File: src/hw/atc_pkg.sv
/*
 * Shared constants for the threshold, trigger and charge pump block.
 * Assumes an 8-bit register port with byte-wide registers at word indexes.
 */
package atc_pkg;
    localparam int ADDR_W = 4;
    localparam int DATA_W = 8;
    localparam int VAL_W = 16;
    localparam int CODE_W = 5;
    localparam int SRC_W = 32;

    // Register offsets
    localparam logic [ADDR_W-1:0] OFS_LTH_HI = 4'h0;
    localparam logic [ADDR_W-1:0] OFS_LTH_LO = 4'h1;
    localparam logic [ADDR_W-1:0] OFS_UTH_HI = 4'h2;
    localparam logic [ADDR_W-1:0] OFS_UTH_LO = 4'h3;
    localparam logic [ADDR_W-1:0] OFS_TRIG_SEL = 4'h4;
    localparam logic [ADDR_W-1:0] OFS_PUMP = 4'h5;
    localparam logic [ADDR_W-1:0] OFS_CTRL = 4'h6;
    localparam logic [ADDR_W-1:0] OFS_STATUS = 4'h7;
    localparam logic [ADDR_W-1:0] OFS_CHAN = 4'h8;
    localparam logic [ADDR_W-1:0] OFS_RES_HI = 4'h9;
    localparam logic [ADDR_W-1:0] OFS_ERR_HI = 4'hA;
    localparam logic [ADDR_W-1:0] OFS_ERR_LO = 4'hB;
    localparam logic [ADDR_W-1:0] OFS_IRQ_STAT = 4'hC;
    localparam logic [ADDR_W-1:0] OFS_IRQ_MASK = 4'hD;

    // Field positions
    localparam int PUMP_EN_BIT = 7;
    localparam int PUMP_RDY_BIT = 0;
    localparam int CTRL_CONV_EN_BIT = 7;
    localparam int CTRL_CALC_LSB = 4;
    localparam int CTRL_TMD_LSB = 0;
    localparam int STAT_ABOVE_BIT = 1;
    localparam int STAT_BELOW_BIT = 0;
    localparam int IRQ_THR_BIT = 0;
    localparam int IRQ_CONV_BIT = 1;
    localparam int IRQ_PUMP_BIT = 2;
    localparam int IRQ_W = 3;

    // Reset values
    localparam logic [DATA_W-1:0] RST_BYTE = 8'h00;
    localparam logic [VAL_W-1:0] RST_WORD = 16'h0000;
    localparam logic [CODE_W-1:0] RST_CODE = 5'h00;
    localparam logic [IRQ_W-1:0] RST_IRQ = 3'h0;

    // Trigger source codes
    localparam logic [CODE_W-1:0] CODE_OFF = 5'h00;
    localparam logic [CODE_W-1:0] CODE_PIN = 5'h01;
    localparam logic [CODE_W-1:0] CODE_HW_LAST = 5'h19;
    localparam logic [CODE_W-1:0] CODE_RD_ERR = 5'h1A;
    localparam logic [CODE_W-1:0] CODE_RD_RES = 5'h1B;
    localparam logic [CODE_W-1:0] CODE_WR_CHAN = 5'h1D;

    typedef enum logic [2:0] {
        TMD_NEVER = 3'h0, TMD_BELOW = 3'h1, TMD_NOT_BELOW = 3'h2, TMD_INSIDE = 3'h3,
        TMD_OUTSIDE = 3'h4, TMD_NOT_ABOVE = 3'h5, TMD_ABOVE = 3'h6, TMD_ALWAYS = 3'h7
    } atc_tmd_e;

    typedef enum logic [2:0] {
        CALC_RES_MINUS_SP = 3'h0, CALC_SP_MINUS_RES = 3'h1, CALC_RAW = 3'h2, CALC_DELTA = 3'h3
    } atc_calc_e;

    function automatic logic is_pin_or_hw(input logic [CODE_W-1:0] code);
        return (code >= CODE_PIN) && (code <= CODE_HW_LAST);
    endfunction
endpackage

File: src/hw/atc_trig_if.sv
/*
 * Trigger selection signals between the control core and the selector.
 * Assumes both ends run on the same clock.
 */
`timescale 1ns/1ps
`default_nettype none
interface atc_trig_if;
    logic [atc_pkg::CODE_W-1:0] code;
    logic [atc_pkg::SRC_W-1:0] src;
    logic sw_wr_chan;
    logic sw_rd_res;
    logic sw_rd_err;
    logic fire;
    modport ctl (output code, src, sw_wr_chan, sw_rd_res, sw_rd_err, input fire);
    modport sel (input code, src, sw_wr_chan, sw_rd_res, sw_rd_err, output fire);
endinterface
`default_nettype wire

File: src/hw/atc_trig_sel.sv
/*
 * Trigger source selector: picks one synchronised source by code and
 * emits a one-cycle pulse on its rising edge, or on a software access.
 * Assumes the source vector is already synchronised to the clock.
 */
`timescale 1ns/1ps
`default_nettype none
module atc_trig_sel (
    input wire logic clk_in,  // System clock
    input wire logic rst_in,  // Async reset, high
    atc_trig_if.sel trig      // Selection port
);
    import atc_pkg::*;
    logic prev_ff, nxt_prev;
    logic fire_ff, nxt_fire;
    logic cur;

    always_comb begin
        cur = trig.src[trig.code];
        nxt_prev = cur;
        nxt_fire = 1'b0;
        if (is_pin_or_hw(trig.code)) begin
            nxt_fire = cur & ~prev_ff;
        end else begin
            case (trig.code)
                CODE_WR_CHAN: nxt_fire = trig.sw_wr_chan;
                CODE_RD_RES: nxt_fire = trig.sw_rd_res;
                CODE_RD_ERR: nxt_fire = trig.sw_rd_err;
                default: nxt_fire = 1'b0;
            endcase
        end
    end

    always_ff @(posedge clk_in or posedge rst_in) begin
        if (rst_in) begin
            prev_ff <= 1'b0;
            fire_ff <= 1'b0;
        end else begin
            prev_ff <= nxt_prev;
            fire_ff <= nxt_fire;
        end
    end

    assign trig.fire = fire_ff;
endmodule // atc_trig_sel
`default_nettype wire

File: src/hw/atc_ctrl.sv
/*
 * Threshold compare, trigger select and charge pump control for a converter.
 * Assumes one 100 MHz clock, a byte register port, converter results that
 * arrive on the same clock, and trigger sources and pump ready from outside.
 */
// Local design decisions: the address-and-strobe port and the placing of the registers.
`timescale 1ns/1ps
`default_nettype none
module atc_ctrl (
    input wire logic CLOCK_IN,                              // 100 MHz clock
    input wire logic RESET_IN,                              // Async reset, high
    input wire logic [atc_pkg::ADDR_W-1:0] ADDR_IN,         // Register address
    input wire logic [atc_pkg::DATA_W-1:0] WDATA_IN,        // Write data
    input wire logic WR_IN,                                 // Write strobe
    input wire logic RD_IN,                                 // Read strobe
    output logic [atc_pkg::DATA_W-1:0] RDATA_OUT,           // Read data, next cycle
    input wire logic [atc_pkg::SRC_W-1:0] TRIG_SRC_IN,      // Trigger sources by code
    input wire logic [atc_pkg::VAL_W-1:0] RESULT_IN,        // Conversion result
    input wire logic [atc_pkg::VAL_W-1:0] SETPOINT_IN,      // Setpoint
    input wire logic RESULT_VALID_IN,                       // Result strobe
    input wire logic PUMP_REQ_IN,                           // Converter wants pump
    input wire logic PUMP_READY_IN,                         // Pump ready, async
    output logic CONV_START_OUT,                            // Start pulse
    output logic PUMP_ON_OUT,                               // Pump run
    output logic IRQ_OUT                                    // Interrupt level
);
    import atc_pkg::*;

    atc_trig_if trig ();

    logic [VAL_W-1:0] lth_ff, nxt_lth, uth_ff, nxt_uth;
    logic [CODE_W-1:0] code_ff, nxt_code;
    logic pump_en_ff, nxt_pump_en;
    logic conv_en_ff, nxt_conv_en;
    logic [2:0] calc_ff, nxt_calc;
    logic [2:0] tmd_ff, nxt_tmd;
    logic [DATA_W-1:0] chan_ff, nxt_chan;
    logic [VAL_W-1:0] err_ff, nxt_err, prev_res_ff, nxt_prev_res;
    logic above_ff, nxt_above, below_ff, nxt_below;
    logic [IRQ_W-1:0] ist_ff, nxt_ist, imask_ff, nxt_imask;
    logic [DATA_W-1:0] rdata_ff, nxt_rdata;
    logic start_ff, nxt_start, pump_on_ff, nxt_pump_on, irq_ff, nxt_irq;
    logic [SRC_W-1:0] src_s1_ff, src_s2_ff;
    logic rdy_s1_ff, rdy_s2_ff, rdy_old_ff;
    logic wr_hit, rd_hit;
    logic [VAL_W-1:0] err_calc;
    logic cmp_above, cmp_below, thr_event;
    logic [IRQ_W-1:0] ev;

    function automatic logic hit(input logic strobe, input logic [ADDR_W-1:0] a, input logic [ADDR_W-1:0] ofs);
        return strobe && (a == ofs);
    endfunction

    // Two-stage synchronisers for outside signals
    always_ff @(posedge CLOCK_IN or posedge RESET_IN) begin
        if (RESET_IN) begin
            src_s1_ff <= '0;
            src_s2_ff <= '0;
            rdy_s1_ff <= 1'b0;
            rdy_s2_ff <= 1'b0;
            rdy_old_ff <= 1'b0;
        end else begin
            src_s1_ff <= TRIG_SRC_IN;
            src_s2_ff <= src_s1_ff;
            rdy_s1_ff <= PUMP_READY_IN;
            rdy_s2_ff <= rdy_s1_ff;
            rdy_old_ff <= rdy_s2_ff;
        end
    end

    assign trig.code = code_ff;
    assign trig.src = src_s2_ff;
    assign trig.sw_wr_chan = hit(WR_IN, ADDR_IN, OFS_CHAN);
    assign trig.sw_rd_res = hit(RD_IN, ADDR_IN, OFS_RES_HI);
    assign trig.sw_rd_err = hit(RD_IN, ADDR_IN, OFS_ERR_HI);

    atc_trig_sel u_sel (
        .clk_in(CLOCK_IN),
        .rst_in(RESET_IN),
        .trig(trig)
    );

    // Error calculation and limit compare, signed
    always_comb begin
        case (calc_ff)
            CALC_SP_MINUS_RES: err_calc = SETPOINT_IN - RESULT_IN;
            CALC_RAW: err_calc = RESULT_IN;
            CALC_DELTA: err_calc = RESULT_IN - prev_res_ff;
            default: err_calc = RESULT_IN - SETPOINT_IN;
        endcase
        cmp_above = $signed(err_calc) > $signed(uth_ff);
        cmp_below = $signed(err_calc) < $signed(lth_ff);
        case (tmd_ff)
            TMD_BELOW: thr_event = cmp_below;
            TMD_NOT_BELOW: thr_event = !cmp_below;
            TMD_INSIDE: thr_event = !cmp_below && !cmp_above;
            TMD_OUTSIDE: thr_event = cmp_below || cmp_above;
            TMD_NOT_ABOVE: thr_event = !cmp_above;
            TMD_ABOVE: thr_event = cmp_above;
            TMD_ALWAYS: thr_event = 1'b1;
            default: thr_event = 1'b0;
        endcase
    end

    always_comb begin
        wr_hit = WR_IN;
        rd_hit = RD_IN;
        nxt_lth = lth_ff;
        nxt_uth = uth_ff;
        nxt_code = code_ff;
        nxt_pump_en = pump_en_ff;
        nxt_conv_en = conv_en_ff;
        nxt_calc = calc_ff;
        nxt_tmd = tmd_ff;
        nxt_chan = chan_ff;
        nxt_imask = imask_ff;
        nxt_err = err_ff;
        nxt_prev_res = prev_res_ff;
        nxt_above = above_ff;
        nxt_below = below_ff;
        if (wr_hit) begin
            case (ADDR_IN)
                OFS_LTH_HI: nxt_lth[15:8] = WDATA_IN;
                OFS_LTH_LO: nxt_lth[7:0] = WDATA_IN;
                OFS_UTH_HI: nxt_uth[15:8] = WDATA_IN;
                OFS_UTH_LO: nxt_uth[7:0] = WDATA_IN;
                OFS_TRIG_SEL: nxt_code = WDATA_IN[CODE_W-1:0];
                OFS_PUMP: nxt_pump_en = WDATA_IN[PUMP_EN_BIT];
                OFS_CTRL: begin
                    nxt_conv_en = WDATA_IN[CTRL_CONV_EN_BIT];
                    nxt_calc = WDATA_IN[CTRL_CALC_LSB +: 3];
                    nxt_tmd = WDATA_IN[CTRL_TMD_LSB +: 3];
                end
                OFS_CHAN: nxt_chan = WDATA_IN;
                OFS_IRQ_MASK: nxt_imask = WDATA_IN[IRQ_W-1:0];
                default: nxt_chan = chan_ff;
            endcase
        end
        if (RESULT_VALID_IN) begin
            nxt_err = err_calc;
            nxt_prev_res = RESULT_IN;
            nxt_above = cmp_above;
            nxt_below = cmp_below;
        end
        nxt_rdata = RST_BYTE;
        if (rd_hit) begin
            case (ADDR_IN)
                OFS_LTH_HI: nxt_rdata = lth_ff[15:8];
                OFS_LTH_LO: nxt_rdata = lth_ff[7:0];
                OFS_UTH_HI: nxt_rdata = uth_ff[15:8];
                OFS_UTH_LO: nxt_rdata = uth_ff[7:0];
                OFS_TRIG_SEL: nxt_rdata = {3'b000, code_ff};
                OFS_PUMP: nxt_rdata = {pump_en_ff, 6'b00_0000, rdy_s2_ff};
                OFS_CTRL: nxt_rdata = {conv_en_ff, calc_ff, 1'b0, tmd_ff};
                OFS_STATUS: nxt_rdata = {6'b00_0000, above_ff, below_ff};
                OFS_CHAN: nxt_rdata = chan_ff;
                OFS_RES_HI: nxt_rdata = RESULT_IN[15:8];
                OFS_ERR_HI: nxt_rdata = err_ff[15:8];
                OFS_ERR_LO: nxt_rdata = err_ff[7:0];
                OFS_IRQ_STAT: nxt_rdata = {5'b0_0000, ist_ff};
                OFS_IRQ_MASK: nxt_rdata = {5'b0_0000, imask_ff};
                default: nxt_rdata = RST_BYTE;
            endcase
        end
    end

    // Events, sticky status with set winning over write-one-clear
    always_comb begin
        nxt_start = conv_en_ff && trig.fire && (code_ff != CODE_OFF);
        ev = RST_IRQ;
        ev[IRQ_THR_BIT] = RESULT_VALID_IN && thr_event;
        ev[IRQ_CONV_BIT] = nxt_start;
        ev[IRQ_PUMP_BIT] = rdy_s2_ff && !rdy_old_ff;
        nxt_ist = ist_ff;
        if (hit(WR_IN, ADDR_IN, OFS_IRQ_STAT)) begin
            nxt_ist = ist_ff & ~WDATA_IN[IRQ_W-1:0];
        end
        nxt_ist = nxt_ist | ev;
        nxt_irq = |(nxt_ist & nxt_imask);
        nxt_pump_on = pump_en_ff && PUMP_REQ_IN;
    end

    always_ff @(posedge CLOCK_IN or posedge RESET_IN) begin
        if (RESET_IN) begin
            lth_ff <= RST_WORD;
            uth_ff <= RST_WORD;
            code_ff <= RST_CODE;
            pump_en_ff <= 1'b0;
            conv_en_ff <= 1'b0;
            calc_ff <= 3'h0;
            tmd_ff <= 3'h0;
            chan_ff <= RST_BYTE;
            imask_ff <= RST_IRQ;
            ist_ff <= RST_IRQ;
            err_ff <= RST_WORD;
            prev_res_ff <= RST_WORD;
            above_ff <= 1'b0;
            below_ff <= 1'b0;
            rdata_ff <= RST_BYTE;
            start_ff <= 1'b0;
            pump_on_ff <= 1'b0;
            irq_ff <= 1'b0;
        end else begin
            lth_ff <= nxt_lth;
            uth_ff <= nxt_uth;
            code_ff <= nxt_code;
            pump_en_ff <= nxt_pump_en;
            conv_en_ff <= nxt_conv_en;
            calc_ff <= nxt_calc;
            tmd_ff <= nxt_tmd;
            chan_ff <= nxt_chan;
            imask_ff <= nxt_imask;
            ist_ff <= nxt_ist;
            err_ff <= nxt_err;
            prev_res_ff <= nxt_prev_res;
            above_ff <= nxt_above;
            below_ff <= nxt_below;
            rdata_ff <= nxt_rdata;
            start_ff <= nxt_start;
            pump_on_ff <= nxt_pump_on;
            irq_ff <= nxt_irq;
        end
    end

    assign RDATA_OUT = rdata_ff;
    assign CONV_START_OUT = start_ff;
    assign PUMP_ON_OUT = pump_on_ff;
    assign IRQ_OUT = irq_ff;
endmodule // atc_ctrl
`default_nettype wire

File: config.mk
export PLATFORM = sky130hd
export DESIGN_NAME = atc_ctrl
export DESIGN_NICKNAME = d
export VERILOG_FILES = /design/src/hw/atc_pkg.sv /design/src/hw/atc_trig_if.sv /design/src/hw/atc_trig_sel.sv /design/src/hw/atc_ctrl.sv
export SDC_FILE = /design/constraint.sdc
export NUM_CORES = 1
export LEC_CHECK = 0
export ABC_AREA = 1
export BUFFER_PORTS_ARGS = -buffer_cell sky130_fd_sc_hd__buf_4
export CORE_UTILIZATION = 54
export DETAILED_ROUTE_END_ITERATION = 8
export GPL_TIMING_DRIVEN = 1
export HOLD_SLACK_MARGIN = 0.03
export PLACE_DENSITY_LB_ADDON = 0.08
export SYNTH_ARGS = -nofsm -noshare
export SYNTH_HDL_FRONTEND = slang
export SYNTH_SLANG_ARGS = --single-unit
File: constraint.sdc
create_clock -name CLOCK_IN -period 5.2 [get_ports CLOCK_IN]
set_clock_uncertainty 0.2 [all_clocks]
set_input_delay 0.52 -clock CLOCK_IN [delete_from_list [all_inputs] [get_ports CLOCK_IN]]
set_output_delay 0.52 -clock CLOCK_IN [all_outputs]
set_load 0.02 [all_outputs]
# Word-level counts from Yosys, hierarchy flattened
# Index checks and enable logic that the tools add are counted.
# totals
register_bits	173
word_cells	104
# classes
n_addsub	3
n_lt_le_gt_ge	5
eq_ne	26
muxes	11
n_bitwise	6
reduce_logical	26
# ops
op	n
$pmux W8 S14	1
$pmux W16 S3	1
$sub A16 B16 Y16	3
$eq A4 B4 Y1 const B	6
$eq A4 B3 Y1 const B	4
$gt A16 B16 Y1	1
$lt A16 B16 Y1	1
$reduce_and A2 Y1	8
$eq A5 B5 Y1 const B	3
$eq A3 B2 Y1 const B	4
$eq A3 B3 Y1 const B	4
$logic_and A1 B1 Y1	11
$mux W3	3
$eq A4 B2 Y1 const B	2
$mux W8	1
$pmux W1 S7	1
$and A3 B3 Y3	2
$eq A3 B1 Y1 const B	2
$lt A5 B6 Y1 const B	1
$bmux W1 S5	1
$ge A5 B1 Y1 const B	1
$le A5 B5 Y1 const B	1
$reduce_bool A5 Y1	1
$eq A4 B1 Y1 const B	1
other kinds (10)	13

# Logic depth before layout (Yosys ltp)
# logic_depth
ltp_word	10
mapped_depth	37

# Cells and area by module
# Synthesis repeated with hierarchy kept, for this count alone.
# unflattened
hier_cells	1128
area_unflattened_um2	9310.2
# modules_own_cells
mod	instances	cells_each	area_per_inst_um2	seq_area_each_um2
atc_ctrl	1	1013	8762.2	4279.1
atc_trig_sel	1	115	548.0	50.0

# Worst setup path after synthesis
# Ideal clock, no wire load.
# synth_path
path_type	register to register
startpoint	register calc_ff[1]
endpoint	register irq_ff (netlist: IRQ_OUT)
setup_time_ns	0.117
arrival_time_ns	3.965
t_required_ns	4.883
setup_slack_ns	0.918
path_stages_with_launch	36
path_cell_list	dfrtp_1 > nand3_1 > clkbuf_1 > nand2_1 > o21ai_0 > ha_1 > inv_1 > fa_1 > nand3_1 > nand2_1 > nand2_1 > nand2_1 > a21oi_2 > o21ai_2 > a21boi_2 > o21ai_1 > nor2_1 > o21ai_1 > and2_1 > ha_1 > nand2_1 > inv_1 > o21ai_0 > nand2_1 > nor2_1 > nand2_1 > nand2_1 > nand3_1 > o21ai_0 > inv_1 > nand3_1 > nand3_1 > nand2_1 > nand2_2 > nand2_1 > nand2_1
# synth_between
elab_chain_cells	10
elab_cells_between_ends	15
classes_between	2 x order compare; 3 x eq/ne; 2 x mux; 2 x bitwise; 6 x reduce/logical
# synth_lines
item	line	rtl
start, declared	atc_ctrl.sv:35	logic [2:0] calc_ff, nxt_calc;
start signal, assigned	atc_ctrl.sv:209	calc_ff <= nxt_calc;
$eq A3 B2 Y1 or $eq A3 B1 Y1 (tied branches)	atc_ctrl.sv:85	case (calc_ff)
$pmux W16 S3 (*)	atc_ctrl.sv:85	
via err_calc[12]	atc_ctrl.sv:46	logic [VAL_W-1:0] err_calc;
$lt A16 B16 Y1 or $gt A16 B16 Y1 (tied branches)	atc_ctrl.sv:92, atc_ctrl.sv:91	
$logic_not A1 Y1 (on tied branches)	atc_ctrl.sv:95, atc_ctrl.sv:96, atc_ctrl.sv:98	
$logic_and A1 B1 Y1	atc_ctrl.sv:96	TMD_INSIDE: thr_event = !cmp_below && !cmp_above;
$pmux W1 S7 (*)	atc_ctrl.sv:93	case (tmd_ff)
$logic_and A1 B1 Y1 (*)	atc_ctrl.sv:171	ev[IRQ_THR_BIT] = RESULT_VALID_IN && thr_event;
$or A3 B3 Y3 (*)	atc_ctrl.sv:178	nxt_ist = nxt_ist | ev;
via nxt_ist[0]	atc_ctrl.sv:40	logic [IRQ_W-1:0] ist_ff, nxt_ist, imask_ff, nxt_imask;
$and A3 B3 Y3 (*)	atc_ctrl.sv:179	nxt_irq = |(nxt_ist & nxt_imask);
$reduce_or A3 Y1 (*)	atc_ctrl.sv:179	
via nxt_irq	atc_ctrl.sv:42	logic start_ff, nxt_start, pump_on_ff, nxt_pump_on, irq_ff, nxt_irq;
end signal, assigned	atc_ctrl.sv:221	irq_ff <= nxt_irq;
end, declared	atc_ctrl.sv:42	
# The timed path passes the listed nets; every way through them passes the cells marked *.
# A chain may end at the register's enable or synchronous reset.

# Final worst setup path
# layout_path
startpoint	register calc_ff[2]
endpoint	register irq_ff (netlist: IRQ_OUT)
# The elaborated chain is that of the path after synthesis.

==> results.toml <==
[flow_run]
cap_violations = 0

[floorplan]
start_util = 0.553
die_w_um = 133
ios = 94
core_mm2 = 0.0166
placementRows = 47
die_area_mm2 = 0.0176
die_h_um = 133

[clock_tree]
path_clk_slew_ns = 0.08
cts_root_buffer = "clkbuf_16"
cts_tree = "yes"
cts_max_path_buffers = 2
post_cts_buffers = 0
clkSinkCount = 173
clkLatencyLatePin_ns = 0.44
cts_buffers = 17
h-tree-depth = 4

[routing]
ant_nets = 0
dr.first_iter.drc_count = 689
wl_met1_mm = 11.1
drt_wl_total_mm = 26.5
wl_met3_mm = 1.94
routedWlPerCell_um = 18.2
dr.max_layer_used = "met4"
wl_met2_mm = 12.5
drc = 0
vias = 8096
drtPass1Iterations = 6
viasPerCell = 5.57

[logic_synthesis]
syn_nets = 1237
ys_warn_count = 0
ys_seq_area_frac = 0.470
avgSynthCellArea_um2 = 8.44
synth.cell_area_mm2 = 0.00921
synth_seq_cells = 173
async_flop_share = 1.00
netlist_instances = 1091
yosysUniqueCellTypes = 52
synth-edff-count = 0
synthFlopType = "dfrtp_1"

[pwr]
cellLeakagePower_nw = 5.47
pwr_density_cell_mw_per_mm2 = 401
ir_drop_mv = 0.257

[sta]
tns_ns = 0
finalHoldViolCount = 0
finalCriticalPeriod_ns = 4.67
whs_ns = 0.0765
max_slew_margin = 0.410
setup_viol = 0
finalCritPeriodShare = 0.899
worstMarginPinSlew_ns = 0.885
rsz0062_at_grt = "no"
fmax_mhz = 214
finalMaxSlewViolations = 0

[grt]
gr-total-overflow = 0
grt_start_max_net_pins = 174
grt_util_all_layers = 0.313
grt_pass1_vias = 7809
antenna_found_initial = 0
grt_pass1_wl_mm = 41.6

[worst_hold_path]
worst_hold_path_type = "input pin to flip-flop"
hold_end = "PUMP_ON_OUT"
hold_start = "PUMP_REQ_IN"
whs_path_depth = 3

[worst_setup_path]
r2r_cells = 33
crit_family = "simple AND/OR/NAND/NOR gates"
endpoint_kind = "flip-flop"
crit_arrival_ns = 4.81
critical_path_class = "flip-flop to flip-flop"
crit_slowest_cell = "dfrtp_1"
cp_num_buf_inv = 4
path_common_cell = "nand2_1"
timing.rr.end = "IRQ_OUT"
r2r-start = "calc_ff[2]"
crit_required_ns = 5.33
worst-path-max-fanout = 29
r2r_slack_ns = 0.53
crit_path_max_incr_delay_ns = 0.40
cp-start-kind = "flip-flop"

[status]
status = "complete, no violations"

[layout]
antenna_cells = 0
layout-drive-gt1-share = 0.135
areaGrowthSynthToFinish_pct = 21.3
nets = 1366
postLayoutCoreUtil = 0.671
fillers = 1418

[placed_design]
place.gp.congestion = 0.962
io_buffers = 93
dp_hpwl_mm = 19.6
where the power goes:
group          internal (W)  switching (W)
Sequential          0.00154       0.000139
Combinational      0.000542       0.000878
Clock              0.000689       0.000692
synth_stat cells, types with 10 or more instances:
master,n,area [um2]
nor2_1,63,236
nand3_1,53,265
dfrtp_1,173,4330
inv_1,163,612
o22ai_1,14,87.6
a221oi_1,10,87.6
ha_1,61,763
nand2_1,218,818
o221ai_1,12,105
clkbuf_1,17,63.8
o21ai_0,122,611
a21oi_1,66,330
cells by family after synthesis:
group	Yosys count	share of synthesized area
AOI/OAI and AO/OA	278	0.180
xor gates and xnor gates	8	0.00761
adders and majority gates	63	0.0872
buffers and inverters	189	0.0778
DFF	173	0.470
and+or+nand+nor	380	0.178
area by class of cell:
type	instances	area, um2	share of cell area
Timing Repair Buffer	133	1100	0.0986
Sequential cell	173	4330	0.388
Tap cell	220	275	0.0246
Inverter	166	627	0.0561
Clock inverter	15	238	0.0213
Clock buffer	17	425	0.0381
Multi-Input combinational cell	729	4180	0.374
per-stage QoR:
stage | cells | setup WS (ns) | power, W | area (um2)
global placement | 1388 | 0.554 | 0.00305 | 10200
floorplan | 1091 | 0.918 | 0.00262 | 9220
global route | 1453 | 0.0135 | 0.00476 | 11200
detailed placement | 1388 | 0.490 | 0.00307 | 10200
CTS | 1453 | 0.460 | 0.00448 | 11200
finish | 1453 | 0.527 | 0.00448 | 11200
cell usage in the layout, fill, tap and decap left out, types with 5 or more instances in the layout:
cell type / count
nand2_1: 218
dfrtp_1: 173
inv_1: 162
o21ai_0: 122
buf_4: 98
a21oi_1: 66
nor2_1: 63
ha_1: 61
nand3_1: 52
dlygate4sd3_1: 33
clkbuf_16: 17
o22ai_1: 14
o221ai_1: 12
a221oi_1: 10
a31oi_1: 9
a22oi_1: 9
nand4_1: 8
nand2_2: 7
xnor2_1: 6
nor4_1: 6
clkinv_8: 6
nand3_2: 5
o21ai_1: 5
how the worst max path moves through the flow:
stage | from | endpoint | slack (ns) | cells past startpoint
final | calc_ff[2] | IRQ_OUT | 0.53 | 33
after global routing | calc_ff[1] | IRQ_OUT | 0.01 | 35
after CTS | calc_ff[1] | IRQ_OUT | 0.46 | 35
after detailed placement | calc_ff[1] | IRQ_OUT | 0.49 | 32
after global placement | calc_ff[1] | IRQ_OUT | 0.55 | 32
after floorplan | calc_ff[1] | IRQ_OUT | 0.92 | 35
what timing repair did:
item / CTS / global route
endpoints found under the hold margin: 33 / 0
endpoints found under the setup margin: 0 / 2
resized for setup: 0 / 4
hold buffers: 33 / 0
worst min-delay path: cells and delay by family:
family,cells,cell delay [ns]
buffers and inverters,2,0.12
AND/OR/NAND/NOR,1,0.04
flip-flops by register name, summed over array words and instances (netlist names), 3 cells and up:
| name | cells |
|---|---|
| RDATA_OUT | 8 |
| calc_ff | 3 |
| chan_ff | 8 |
| code_ff | 5 |
| err_ff | 16 |
| imask_ff | 3 |
| ist_ff | 3 |
| lth_ff | 16 |
| prev_res_ff | 16 |
| src_s1_ff | 32 |
| src_s2_ff | 32 |
| tmd_ff | 3 |
| uth_ff | 16 |
layer usage:
| metal | GRT usage | vias to the layer above |
|---|---|---|
| met3 | 0.0567 | 58 |
| met1 | 0.412 | 3794 |
| li1 | - | 3916 |
| met5 | 0 | - |
| met4 | 0.130 | 0 |
| met2 | 0.510 | 328 |
Power figures use the tool's default switching activity.
